$ cat config.mk
export PLATFORM = sky130hd
export DESIGN_NAME = bps_supervisor
export DESIGN_NICKNAME = d
export VERILOG_FILES = /design/src/inc/bps_pkg.sv /design/src/inc/bps_pwm_if.sv /design/src/bps_pwm_gen.sv /design/src/bps_supervisor.sv
export SDC_FILE = /design/constraint.sdc
export NUM_CORES = 1
export LEC_CHECK = 0
export BUFFER_PORTS_ARGS = -buffer_cell sky130_fd_sc_hd__buf_4
export CORE_ASPECT_RATIO = 1.5
export CORE_UTILIZATION = 35
export CTS_CLUSTER_SIZE = 10
export DETAILED_ROUTE_END_ITERATION = 10
export HOLD_SLACK_MARGIN = 0.03
export SLEW_MARGIN = 20
export SYNTH_ARGS = -nofsm -noshare
export SYNTH_HDL_FRONTEND = slang
export SYNTH_SLANG_ARGS = --single-unit
export TNS_END_PERCENT = 100
$ cat constraint.sdc
create_clock -name clock -period 6.5 [get_ports clock]
set_input_delay 0.65 -clock clock [delete_from_list [all_inputs] [get_ports clock]]
set_output_delay 0.65 -clock clock [all_outputs]
set_load 0.01 [all_outputs]
$ cat src/inc/bps_pkg.sv
package bps_pkg;

  // ****************************************************
  // clock and timing
  // ****************************************************
  localparam int ClockHz = 25000000;
  localparam int OvDelayNs = 5000;  // overvoltage qualification time
  // longest wait rounded down, here 125 cycles
  localparam int OvDelayCycles = (OvDelayNs * (ClockHz / 1000000)) / 1000;
  localparam int HiccupCycles = 4000;  // blanking interval in cycles
  localparam int PeriodWidth = 8;  // switching period counter width

  // ****************************************************
  // voltage codes in 1/1024 V units
  // ****************************************************
  localparam logic [15:0] Mv600 = 16'h0266;   // 0.6 V
  localparam logic [15:0] Mv700 = 16'h02cd;   // 0.7 V
  localparam logic [15:0] Mv800 = 16'h0333;   // 0.8 V
  localparam logic [15:0] Mv850 = 16'h0366;   // 0.85 V
  localparam logic [15:0] Mv900 = 16'h039a;   // 0.9 V
  localparam logic [15:0] Mv1100 = 16'h0466;  // 1.1 V
  localparam logic [15:0] Mv1200 = 16'h04cd;  // 1.2 V

  // ****************************************************
  // switching periods in clock cycles, 25 MHz / fsw
  // ****************************************************
  localparam logic [7:0] Per1500 = 8'h11;  // 1.5 MHz
  localparam logic [7:0] Per1250 = 8'h14;  // 1.25 MHz
  localparam logic [7:0] Per1040 = 8'h18;  // 1.04 MHz
  localparam logic [7:0] Per892 = 8'h1c;   // 0.892 MHz
  localparam logic [7:0] Per781 = 8'h20;   // 0.781 MHz
  localparam logic [7:0] Per694 = 8'h24;   // 0.694 MHz
  localparam logic [7:0] Per625 = 8'h28;   // 0.625 MHz
  localparam logic [7:0] Per568 = 8'h2c;   // 0.568 MHz
  localparam logic [7:0] MinOnCycles = 8'h02;  // minimum on-time

  // ****************************************************
  // phase offsets in tenths of a degree
  // ****************************************************
  localparam logic [11:0] Ph180 = 12'h708;
  localparam logic [11:0] Ph120 = 12'h4b0;
  localparam logic [11:0] Ph90 = 12'h384;
  localparam logic [11:0] Ph72 = 12'h2d0;
  localparam logic [11:0] Ph60 = 12'h258;
  localparam logic [11:0] Ph514 = 12'h202;
  localparam logic [11:0] Ph45 = 12'h1c2;

  // ****************************************************
  // overcurrent limit in 0.5 A steps, overvoltage steps
  // ****************************************************
  localparam logic [6:0] OcMaxCode = 7'h4b;  // 37.5 A
  localparam logic [1:0] OvSel120 = 2'h3;    // reset threshold
  // percentage limits in tenths of a percent
  localparam logic [11:0] OvPct1054 = 12'h41e;
  localparam logic [11:0] OvPct1101 = 12'h44d;
  localparam logic [11:0] OvPct1148 = 12'h47c;

  typedef enum logic [2:0] {
    BpsOff, BpsRun, BpsOcDrain, BpsHiccup, BpsLatched
  } bps_state_e;

endpackage : bps_pkg

$ cat src/inc/bps_pwm_if.sv
`timescale 1ns/1ps
// control bundle between supervisor and pulse generator
interface bps_pwm_if;
  logic run;                  // conversion allowed
  logic startup;              // soft-start low output phase
  logic [7:0] period;         // switching period in cycles
  logic [7:0] duty;           // requested on-time in cycles
  logic forceSyncOn;          // hold sync switches on
  logic killAll;              // every switch off
  modport sup (output run, startup, period, duty, forceSyncOn, killAll);
  modport gen (input run, startup, period, duty, forceSyncOn, killAll);
endinterface : bps_pwm_if

$ cat src/bps_pwm_gen.sv
`timescale 1ns/1ps
// two-phase interleaved pulse generator
module bps_pwm_gen (
  input wire logic clock,
  input wire logic rst,
  bps_pwm_if.gen ctl,
  output logic hsOn1,
  output logic hsOn2,
  output logic lsOn1,
  output logic lsOn2
);

  logic [7:0] cnt_reg;   // position in the switching period
  logic [7:0] half;      // start of the second phase
  logic [7:0] onLen;     // on-time actually used
  logic on1;
  logic on2;

  // ****************************************************
  // period counter
  // ****************************************************
  // free-running counter; restarts when the period shrinks
  always_ff @(posedge clock or posedge rst) begin
    if (rst) begin
      cnt_reg <= 8'h00;
    end else if (!ctl.run || cnt_reg >= ctl.period - 8'h01) begin
      cnt_reg <= 8'h00;
    end else begin
      cnt_reg <= cnt_reg + 8'h01;
    end
  end

  // ****************************************************
  // on-time limiting
  // ****************************************************
  always_comb begin
    half = {1'b0, ctl.period[7:1]};
    if (ctl.startup) begin
      onLen = bps_pkg::MinOnCycles;
    end else if (ctl.duty >= half) begin
      // keep one cycle gap so the high sides never touch
      onLen = half - 8'h01;
    end else begin
      onLen = ctl.duty;
    end
    on1 = cnt_reg < onLen;
    on2 = (cnt_reg >= half) && (cnt_reg < half + onLen);
  end

  // ****************************************************
  // gate outputs, registered
  // ****************************************************
  always_ff @(posedge clock or posedge rst) begin
    if (rst) begin
      hsOn1 <= 1'b0;
      hsOn2 <= 1'b0;
      lsOn1 <= 1'b0;
      lsOn2 <= 1'b0;
    end else if (ctl.killAll || !ctl.run) begin
      hsOn1 <= 1'b0;
      hsOn2 <= 1'b0;
      lsOn1 <= ctl.forceSyncOn;
      lsOn2 <= ctl.forceSyncOn;
    end else begin
      hsOn1 <= on1;
      hsOn2 <= on2 && !on1;
      lsOn1 <= !on1;
      lsOn2 <= !on2;
    end
  end

endmodule : bps_pwm_gen

$ cat src/bps_supervisor.sv
`timescale 1ns/1ps
// supervisor: strap decode, enable, overcurrent and overvoltage
module bps_supervisor (
  input wire logic clock,
  input wire logic rst,
  input wire logic [3:0] phaseStrapInput,
  input wire logic enablePin,
  input wire logic latchOnOc,
  input wire logic [6:0] ocLimitCode,
  input wire logic ocSense,
  input wire logic syncCurrentZero,
  input wire logic ovComp,
  input wire logic [15:0] voutCmd,
  input wire logic voutCmdValid,
  input wire logic [15:0] ovLimit,
  input wire logic ovLimitValid,
  input wire logic [15:0] voutTelemetry,
  input wire logic [15:0] ovWarnLimit,
  input wire logic [15:0] uvWarnLimit,
  input wire logic [15:0] uvFaultLimit,
  input wire logic [7:0] dutyRequest,
  input wire logic precharged,
  input wire logic startupLow,
  output logic hsOn1,
  output logic hsOn2,
  output logic lsOn1,
  output logic lsOn2,
  output logic outputGoodFlag,
  output logic softStartRun,
  output logic isSlave,
  output logic [11:0] phaseOffset,
  output logic [15:0] voutTarget,
  output logic [7:0] switchPeriod,
  output logic [6:0] ocLimitEff,
  output logic [1:0] ovSelect,
  output logic overcurrentGuard,
  output logic overvoltageGuard,
  output logic ovWarn,
  output logic uvWarn,
  output logic uvFault
);

  bps_pwm_if pwm ();

  // ****************************************************
  // input synchronisers
  // ****************************************************
  logic [4:0] syncA_reg;  // first stage, read only by second
  logic [4:0] syncB_reg;  // second stage, safe to use
  logic [3:0] strapSync_reg;
  logic [3:0] strapA_reg;
  always_ff @(posedge clock or posedge rst) begin
    if (rst) begin
      syncA_reg <= 5'h00;
      syncB_reg <= 5'h00;
      strapA_reg <= 4'h0;
      strapSync_reg <= 4'h0;
    end else begin
      syncA_reg <= {precharged, syncCurrentZero, ovComp, ocSense, enablePin};
      syncB_reg <= syncA_reg;
      strapA_reg <= phaseStrapInput;
      strapSync_reg <= strapA_reg;
    end
  end
  logic enSync;
  logic ocSync;
  logic ovSync;
  logic zeroSync;
  logic preSync;
  // floating enable is pulled low outside, so low reads as off
  assign enSync = syncB_reg[0];
  assign ocSync = syncB_reg[1];
  assign ovSync = syncB_reg[2];
  assign zeroSync = syncB_reg[3];
  assign preSync = syncB_reg[4];

  // ****************************************************
  // strap capture after reset release
  // ****************************************************
  // the strap is sampled once; later changes are ignored
  logic [1:0] strapWait_reg;
  logic strapDone_reg;
  logic [3:0] strap_reg;
  always_ff @(posedge clock or posedge rst) begin
    if (rst) begin
      strapWait_reg <= 2'h0;
      strapDone_reg <= 1'b0;
      strap_reg <= 4'h0;
    end else if (!strapDone_reg) begin
      strapWait_reg <= strapWait_reg + 2'h1;
      if (strapWait_reg == 2'h3) begin
        strapDone_reg <= 1'b1;
        strap_reg <= strapSync_reg;
      end
    end
  end

  // ****************************************************
  // strap decode tables
  // ****************************************************
  logic [15:0] strapVout;
  logic [7:0] strapPeriod;
  logic useVoutTable;
  always_comb begin
    isSlave = 1'b0;
    phaseOffset = 12'h000;
    strapVout = bps_pkg::Mv600;
    strapPeriod = bps_pkg::Per625;
    useVoutTable = 1'b0;
    unique case (strap_reg)
      4'h0: useVoutTable = 1'b1;
      4'h1: begin
        isSlave = 1'b1;
        phaseOffset = bps_pkg::Ph180;
      end
      4'h2: begin
        isSlave = 1'b1;
        phaseOffset = bps_pkg::Ph120;
      end
      4'h3: begin
        isSlave = 1'b1;
        phaseOffset = bps_pkg::Ph90;
      end
      4'h4: begin
        isSlave = 1'b1;
        phaseOffset = bps_pkg::Ph72;
      end
      4'h5: begin
        isSlave = 1'b1;
        phaseOffset = bps_pkg::Ph60;
      end
      4'h6: begin
        isSlave = 1'b1;
        phaseOffset = bps_pkg::Ph514;
      end
      4'h7: begin
        isSlave = 1'b1;
        phaseOffset = bps_pkg::Ph45;
      end
      4'h8: strapPeriod = bps_pkg::Per1500;
      4'h9: begin
        strapPeriod = bps_pkg::Per1250;
        strapVout = bps_pkg::Mv1200;
      end
      4'ha: strapPeriod = bps_pkg::Per1040;
      4'hb: strapPeriod = bps_pkg::Per892;
      4'hc: begin
        strapPeriod = bps_pkg::Per781;
        strapVout = bps_pkg::Mv900;
      end
      4'hd: begin
        strapPeriod = bps_pkg::Per694;
        strapVout = bps_pkg::Mv850;
      end
      4'he: begin
        strapPeriod = bps_pkg::Per625;
        strapVout = bps_pkg::Mv800;
      end
      4'hf: begin
        strapPeriod = bps_pkg::Per568;
        strapVout = bps_pkg::Mv700;
      end
    endcase
  end

  // ****************************************************
  // commanded output voltage
  // ****************************************************
  // a serial command, once seen, replaces the strap value
  logic [15:0] voutCmd_reg;
  logic cmdSeen_reg;
  always_ff @(posedge clock or posedge rst) begin
    if (rst) begin
      voutCmd_reg <= 16'h0000;
      cmdSeen_reg <= 1'b0;
    end else if (voutCmdValid) begin
      voutCmd_reg <= voutCmd;
      cmdSeen_reg <= 1'b1;
    end
  end
  assign voutTarget = cmdSeen_reg ? voutCmd_reg : strapVout;

  // ****************************************************
  // frequency from strap or voltage range
  // ****************************************************
  // slaves follow the master clock; period is local fallback
  always_comb begin
    if (!useVoutTable) begin
      switchPeriod = strapPeriod;
    end else if (voutTarget < bps_pkg::Mv850) begin
      switchPeriod = bps_pkg::Per625;
    end else if (voutTarget < bps_pkg::Mv1100) begin
      switchPeriod = bps_pkg::Per781;
    end else begin
      switchPeriod = bps_pkg::Per1250;
    end
  end

  // ****************************************************
  // overcurrent limit clamp
  // ****************************************************
  assign ocLimitEff = (ocLimitCode > bps_pkg::OcMaxCode) ?
                      bps_pkg::OcMaxCode : ocLimitCode;

  // ****************************************************
  // overvoltage limit quantisation
  // ****************************************************
  // cross-multiplied; a truncating divide would round steps down
  logic [1:0] ovSel_reg;
  logic [31:0] ovRatio;  // limit times 1000
  logic [31:0] vt32;  // target, widened
  logic [1:0] ovQuant;
  always_comb begin
    ovRatio = {16'h0000, ovLimit} * 32'h0000_03e8;
    vt32 = {16'h0000, voutTarget};
    if (ovRatio <= vt32 * {20'h0, bps_pkg::OvPct1054}) begin
      ovQuant = 2'h0;  // 105 percent
    end else if (ovRatio <= vt32 * {20'h0, bps_pkg::OvPct1101}) begin
      ovQuant = 2'h1;  // 110 percent
    end else if (ovRatio <= vt32 * {20'h0, bps_pkg::OvPct1148}) begin
      ovQuant = 2'h2;  // 115 percent
    end else begin
      ovQuant = 2'h3;  // 120 percent
    end
  end
  always_ff @(posedge clock or posedge rst) begin
    if (rst) begin
      ovSel_reg <= bps_pkg::OvSel120;
    end else if (ovLimitValid) begin
      ovSel_reg <= ovQuant;
    end
  end
  assign ovSelect = ovSel_reg;

  // ****************************************************
  // overvoltage qualification
  // ****************************************************
  // comparator must hold high for the whole delay
  logic [7:0] ovCnt_reg;
  logic ovFault;
  always_ff @(posedge clock or posedge rst) begin
    if (rst) begin
      ovCnt_reg <= 8'h00;
    end else if (!ovSync) begin
      ovCnt_reg <= 8'h00;
    end else if (ovCnt_reg != 8'(bps_pkg::OvDelayCycles)) begin
      ovCnt_reg <= ovCnt_reg + 8'h01;
    end
  end
  assign ovFault = (ovCnt_reg == 8'(bps_pkg::OvDelayCycles));

  // ****************************************************
  // overvoltage latch
  // ****************************************************
  // only a low enable or a bias reset clears it
  logic ovLatch_reg;
  always_ff @(posedge clock or posedge rst) begin
    if (rst) begin
      ovLatch_reg <= 1'b0;
    end else if (ovFault) begin
      ovLatch_reg <= 1'b1;  // set wins
    end else if (!enSync) begin
      ovLatch_reg <= 1'b0;
    end
  end
  assign overvoltageGuard = ovLatch_reg;

  // ****************************************************
  // main sequencer
  // ****************************************************
  bps_pkg::bps_state_e state_reg;
  logic [11:0] hicCnt_reg;
  always_ff @(posedge clock or posedge rst) begin
    if (rst) begin
      state_reg <= bps_pkg::BpsOff;
      hicCnt_reg <= 12'h000;
    end else if (!enSync) begin
      state_reg <= bps_pkg::BpsOff;
    end else begin
      unique case (state_reg)
        bps_pkg::BpsOff: begin
          if (preSync && strapDone_reg && !ovLatch_reg) begin
            state_reg <= bps_pkg::BpsRun;
          end
        end
        bps_pkg::BpsRun: begin
          // checked also during the ramp
          if (ocSync) begin
            state_reg <= bps_pkg::BpsOcDrain;
          end
        end
        bps_pkg::BpsOcDrain: begin
          if (zeroSync) begin
            hicCnt_reg <= 12'h000;
            state_reg <= latchOnOc ? bps_pkg::BpsLatched :
                         bps_pkg::BpsHiccup;
          end
        end
        bps_pkg::BpsHiccup: begin
          hicCnt_reg <= hicCnt_reg + 12'h001;
          if (hicCnt_reg == 12'(bps_pkg::HiccupCycles - 1)) begin
            state_reg <= bps_pkg::BpsRun;
          end
        end
        bps_pkg::BpsLatched: state_reg <= bps_pkg::BpsLatched;
      endcase
    end
  end
  assign overcurrentGuard = (state_reg == bps_pkg::BpsOcDrain) ||
                            (state_reg == bps_pkg::BpsHiccup) ||
                            (state_reg == bps_pkg::BpsLatched);

  // ****************************************************
  // pulse generator control
  // ****************************************************
  logic running;
  assign running = (state_reg == bps_pkg::BpsRun) && !ovLatch_reg;
  assign pwm.run = running;
  assign pwm.startup = startupLow;
  assign pwm.period = switchPeriod;
  assign pwm.duty = dutyRequest;
  assign pwm.forceSyncOn = (state_reg == bps_pkg::BpsOcDrain) &&
                           !ovLatch_reg && !ovFault;
  assign pwm.killAll = ovLatch_reg || ovFault;

  bps_pwm_gen u_gen (
    .clock(clock),
    .rst(rst),
    .ctl(pwm),
    .hsOn1(hsOn1),
    .hsOn2(hsOn2),
    .lsOn1(lsOn1),
    .lsOn2(lsOn2)
  );

  // ****************************************************
  // status outputs and telemetry compare
  // ****************************************************
  // telemetry is same-domain digital data, compared directly
  always_ff @(posedge clock or posedge rst) begin
    if (rst) begin
      outputGoodFlag <= 1'b0;
      softStartRun <= 1'b0;
      ovWarn <= 1'b0;
      uvWarn <= 1'b0;
      uvFault <= 1'b0;
    end else begin
      outputGoodFlag <= running && !ovFault && !ocSync;
      softStartRun <= running && !ocSync;
      ovWarn <= voutTelemetry > ovWarnLimit;
      uvWarn <= voutTelemetry < uvWarnLimit;
      uvFault <= voutTelemetry < uvFaultLimit;
    end
  end

endmodule : bps_supervisor

==> impl_metrics.toml <==
[sta]
fmax_mhz = 151
setup_viol = 1
slew_headroom = 0.469
fin_crit_sh = 1.02
layout_setup_ws_ps = -103
worst_slew_pin_slew_ps = 797
post-route-min-period_ps = 6600
rsz0062_at_grt = "yes"
drv_slew = 0
fin_skew_ps = 19.8
hold_violations = 0
tns_ps = -103

[route]
drc = 0
drt_iter0_drc = 405
ant_nets = 0
dr_total_vias = 15436
wire_per_inst_um = 16.7
vias_per_cell = 5.00
wirelength_mm = 51.6
drtPass1Iterations = 6

[setup_path]
worstPathArrival_ps = 6900
reg2regPathDepth = 30
crit_required_ps = 6800
crit_type = "reg2reg"
r2r_slack_ps = -100
start_kind = "flip-flop"
path_max_fanout = 4
critPathTopFamily = "adder cells"
timing.rr.end = "ovSelect[0]"
rr_startpoint = "strap_reg[3]"
endpoint_kind = "flip-flop"
cpPeakStageDelay_ps = 560
cp_slowest_cell = "fa_2"
critPathBufInv = 5

[logic_synthesis]
ys_seq_area_frac = 0.121
synth-simple-area-share = 0.115
ys_async_sr_fraction = 1.00
synth-seq-cells = 85
yosysTopAreaCell = "ha_1"
avgSynthCellArea_um2 = 9.11
synth_area_leaders = "ha_1 (30%), fa_1 (19%), dfrtp_1 (12%), inv_1 (7.5%), a21oi_1 (2.8%)"
synthXorXnorAreaFrac = 0.0477
synth_compound_area_frac = 0.141
synth.cell_area_um2 = 17600
synth.distinct_cells = 79
yosysTopAreaCellShare = 0.296
yosysMostFrequentCell = "ha_1"
synth_fa_ha_area_frac = 0.482
synthMuxAreaShare = 0.0121
yosys-top-cells-count = "ha_1 (417), inv_1 (351), fa_1 (164), a21oi_1 (98), nor2_1 (96)"
synth_edf_count = 0
synth_top_family_by_area = "adder cells"
yosys_warnings = 0
syn_inst = 1937
ys.flop_type = "dfrtp_1"

[status]
status = "finished, violations left"
violations = "negative setup slack"

[die]
rows = 100
coreArea_um2 = 49700
dieArea_um2 = 51300
ioPinCount = 183
die_x_um = 185
die_h_um = 277
start_util = 0.355

[grt]
antenna_found_initial = 0
grt_util_all_layers = 0.205
grt_pass1_wl_mm = 83.1
grt_start_max_net_pins = 86
gr-total-overflow = 0
grt_pass1_vias = 16620

[cts]
clkSinkCount = 85
max-clock-path-buffers = 2
cts_inserted_buffers = 9
cts.clk_slew.worst_paths_ps = 80
h-tree-depth = 3
cts_tree = "built"
cts.root.buffer_cell = "clkbuf_16"
postCtsHoldBufs = 0
clock_latency_ps = 370

[finish]
synthToLayoutAreaGrowth_pct = 34.1
antenna_cells = 0
final_cells = 3090
post-route-util = 0.476
largest_reg_flops = 16
layout-drive-gt1-share = 0.295
fin_nets = 3129

[hold_path]
min-delay-path-class = "reg2reg"
min_to = "syncB_reg[0]"
whs_path_depth = 0
hp-start = "syncA_reg[0]"

[placed_design]
place_hpwl_mm = 44.8
place_ws_ps = -525
dp_cells = 3034
routabilityCongestion = 0.917
io_buffer_count = 177

[run]
drv_cap = 0
## cell families (layout without fill, tap and decap cells)
| kind of cell | after synthesis | after routing |
|---|---|---|
| multiplexers | 19 | 19 |
| adder cells (fa/ha/maj) | 582 | 582 |
| other | 2 | 12 |
| buffers and inverters | 374 | 854 |
| XOR/XNOR | 96 | 96 |
| AND/OR/NAND/NOR | 405 | 405 |
| AO/OA/AOI/OAI | 374 | 374 |
| flip-flops | 85 | 85 |
## layout by cell type, fill, tap and decap left out, types with 17 or more instances in the layout
master	synthesis	layout
nand4_1	22	22
o211ai_1	18	18
nor2_1	96	85
ha_1	417	372
nand2b_1	30	27
nand3_1	44	38
xor2_1	43	42
ha_4	0	35
nor3_1	27	23
fa_1	164	157
dfrtp_1	83	83
o21a_1	24	24
a21o_1	58	58
mux2_2	18	17
buf_4	6	467
o21ai_0	69	55
inv_1	351	329
nor2b_1	29	27
xnor2_1	53	51
a21oi_1	98	79
nand2_1	89	81
buf_6	0	17
## worst max-delay path by stage
stage            startpoint     endpoint  slack (ps)  cells after the start
2_1_floorplan  strap_reg[3]  ovSelect[0]          -7                     30
3_3_place_gp    cmdSeen_reg  ovSelect[0]        -420                     30
3_5_place_dp    cmdSeen_reg  ovSelect[0]        -520                     32
4_1_cts        strap_reg[2]  ovSelect[0]          -4                     28
5_1_grt        strap_reg[3]  ovSelect[0]        -330                     30
6_report       strap_reg[3]  ovSelect[0]        -100                     30
## repair_timing
item,4_1_cts,5_1_grt
gates resized for setup,141,67
pin swaps,113,69
endpoints found under the setup margin,4,4
hold endpoints to repair,0,0
setup buffers,25,16
## routing by layer
metal / share of wire / global-route usage
met5: 0 / 0
met4: 0.044 / 0.0816
met3: 0.031 / 0.0241
met2: 0.56 / 0.409
met1: 0.36 / 0.208
## final cells by class
cell class	instances	area [um2]
well taps	663	830
repair buffers	487	3760
clock inverters	7	63.8
clock buffers	9	225
multi-input cells	1488	15300
fillers	4743	26000
inverters	351	1340
flip-flops and latches	85	2130
## per-stage QoR
step                      area (um2)  hold WS [ps]
final                          23700           349
after global routing           23700           357
after CTS                      23200           352
after detailed placement       22000           336
after global placement         22000           334
after floorplan                17900           331
Power is left out: the tool's default activity adds up to more than one toggle a clock period on the data nets, which glitch-free logic cannot reach.
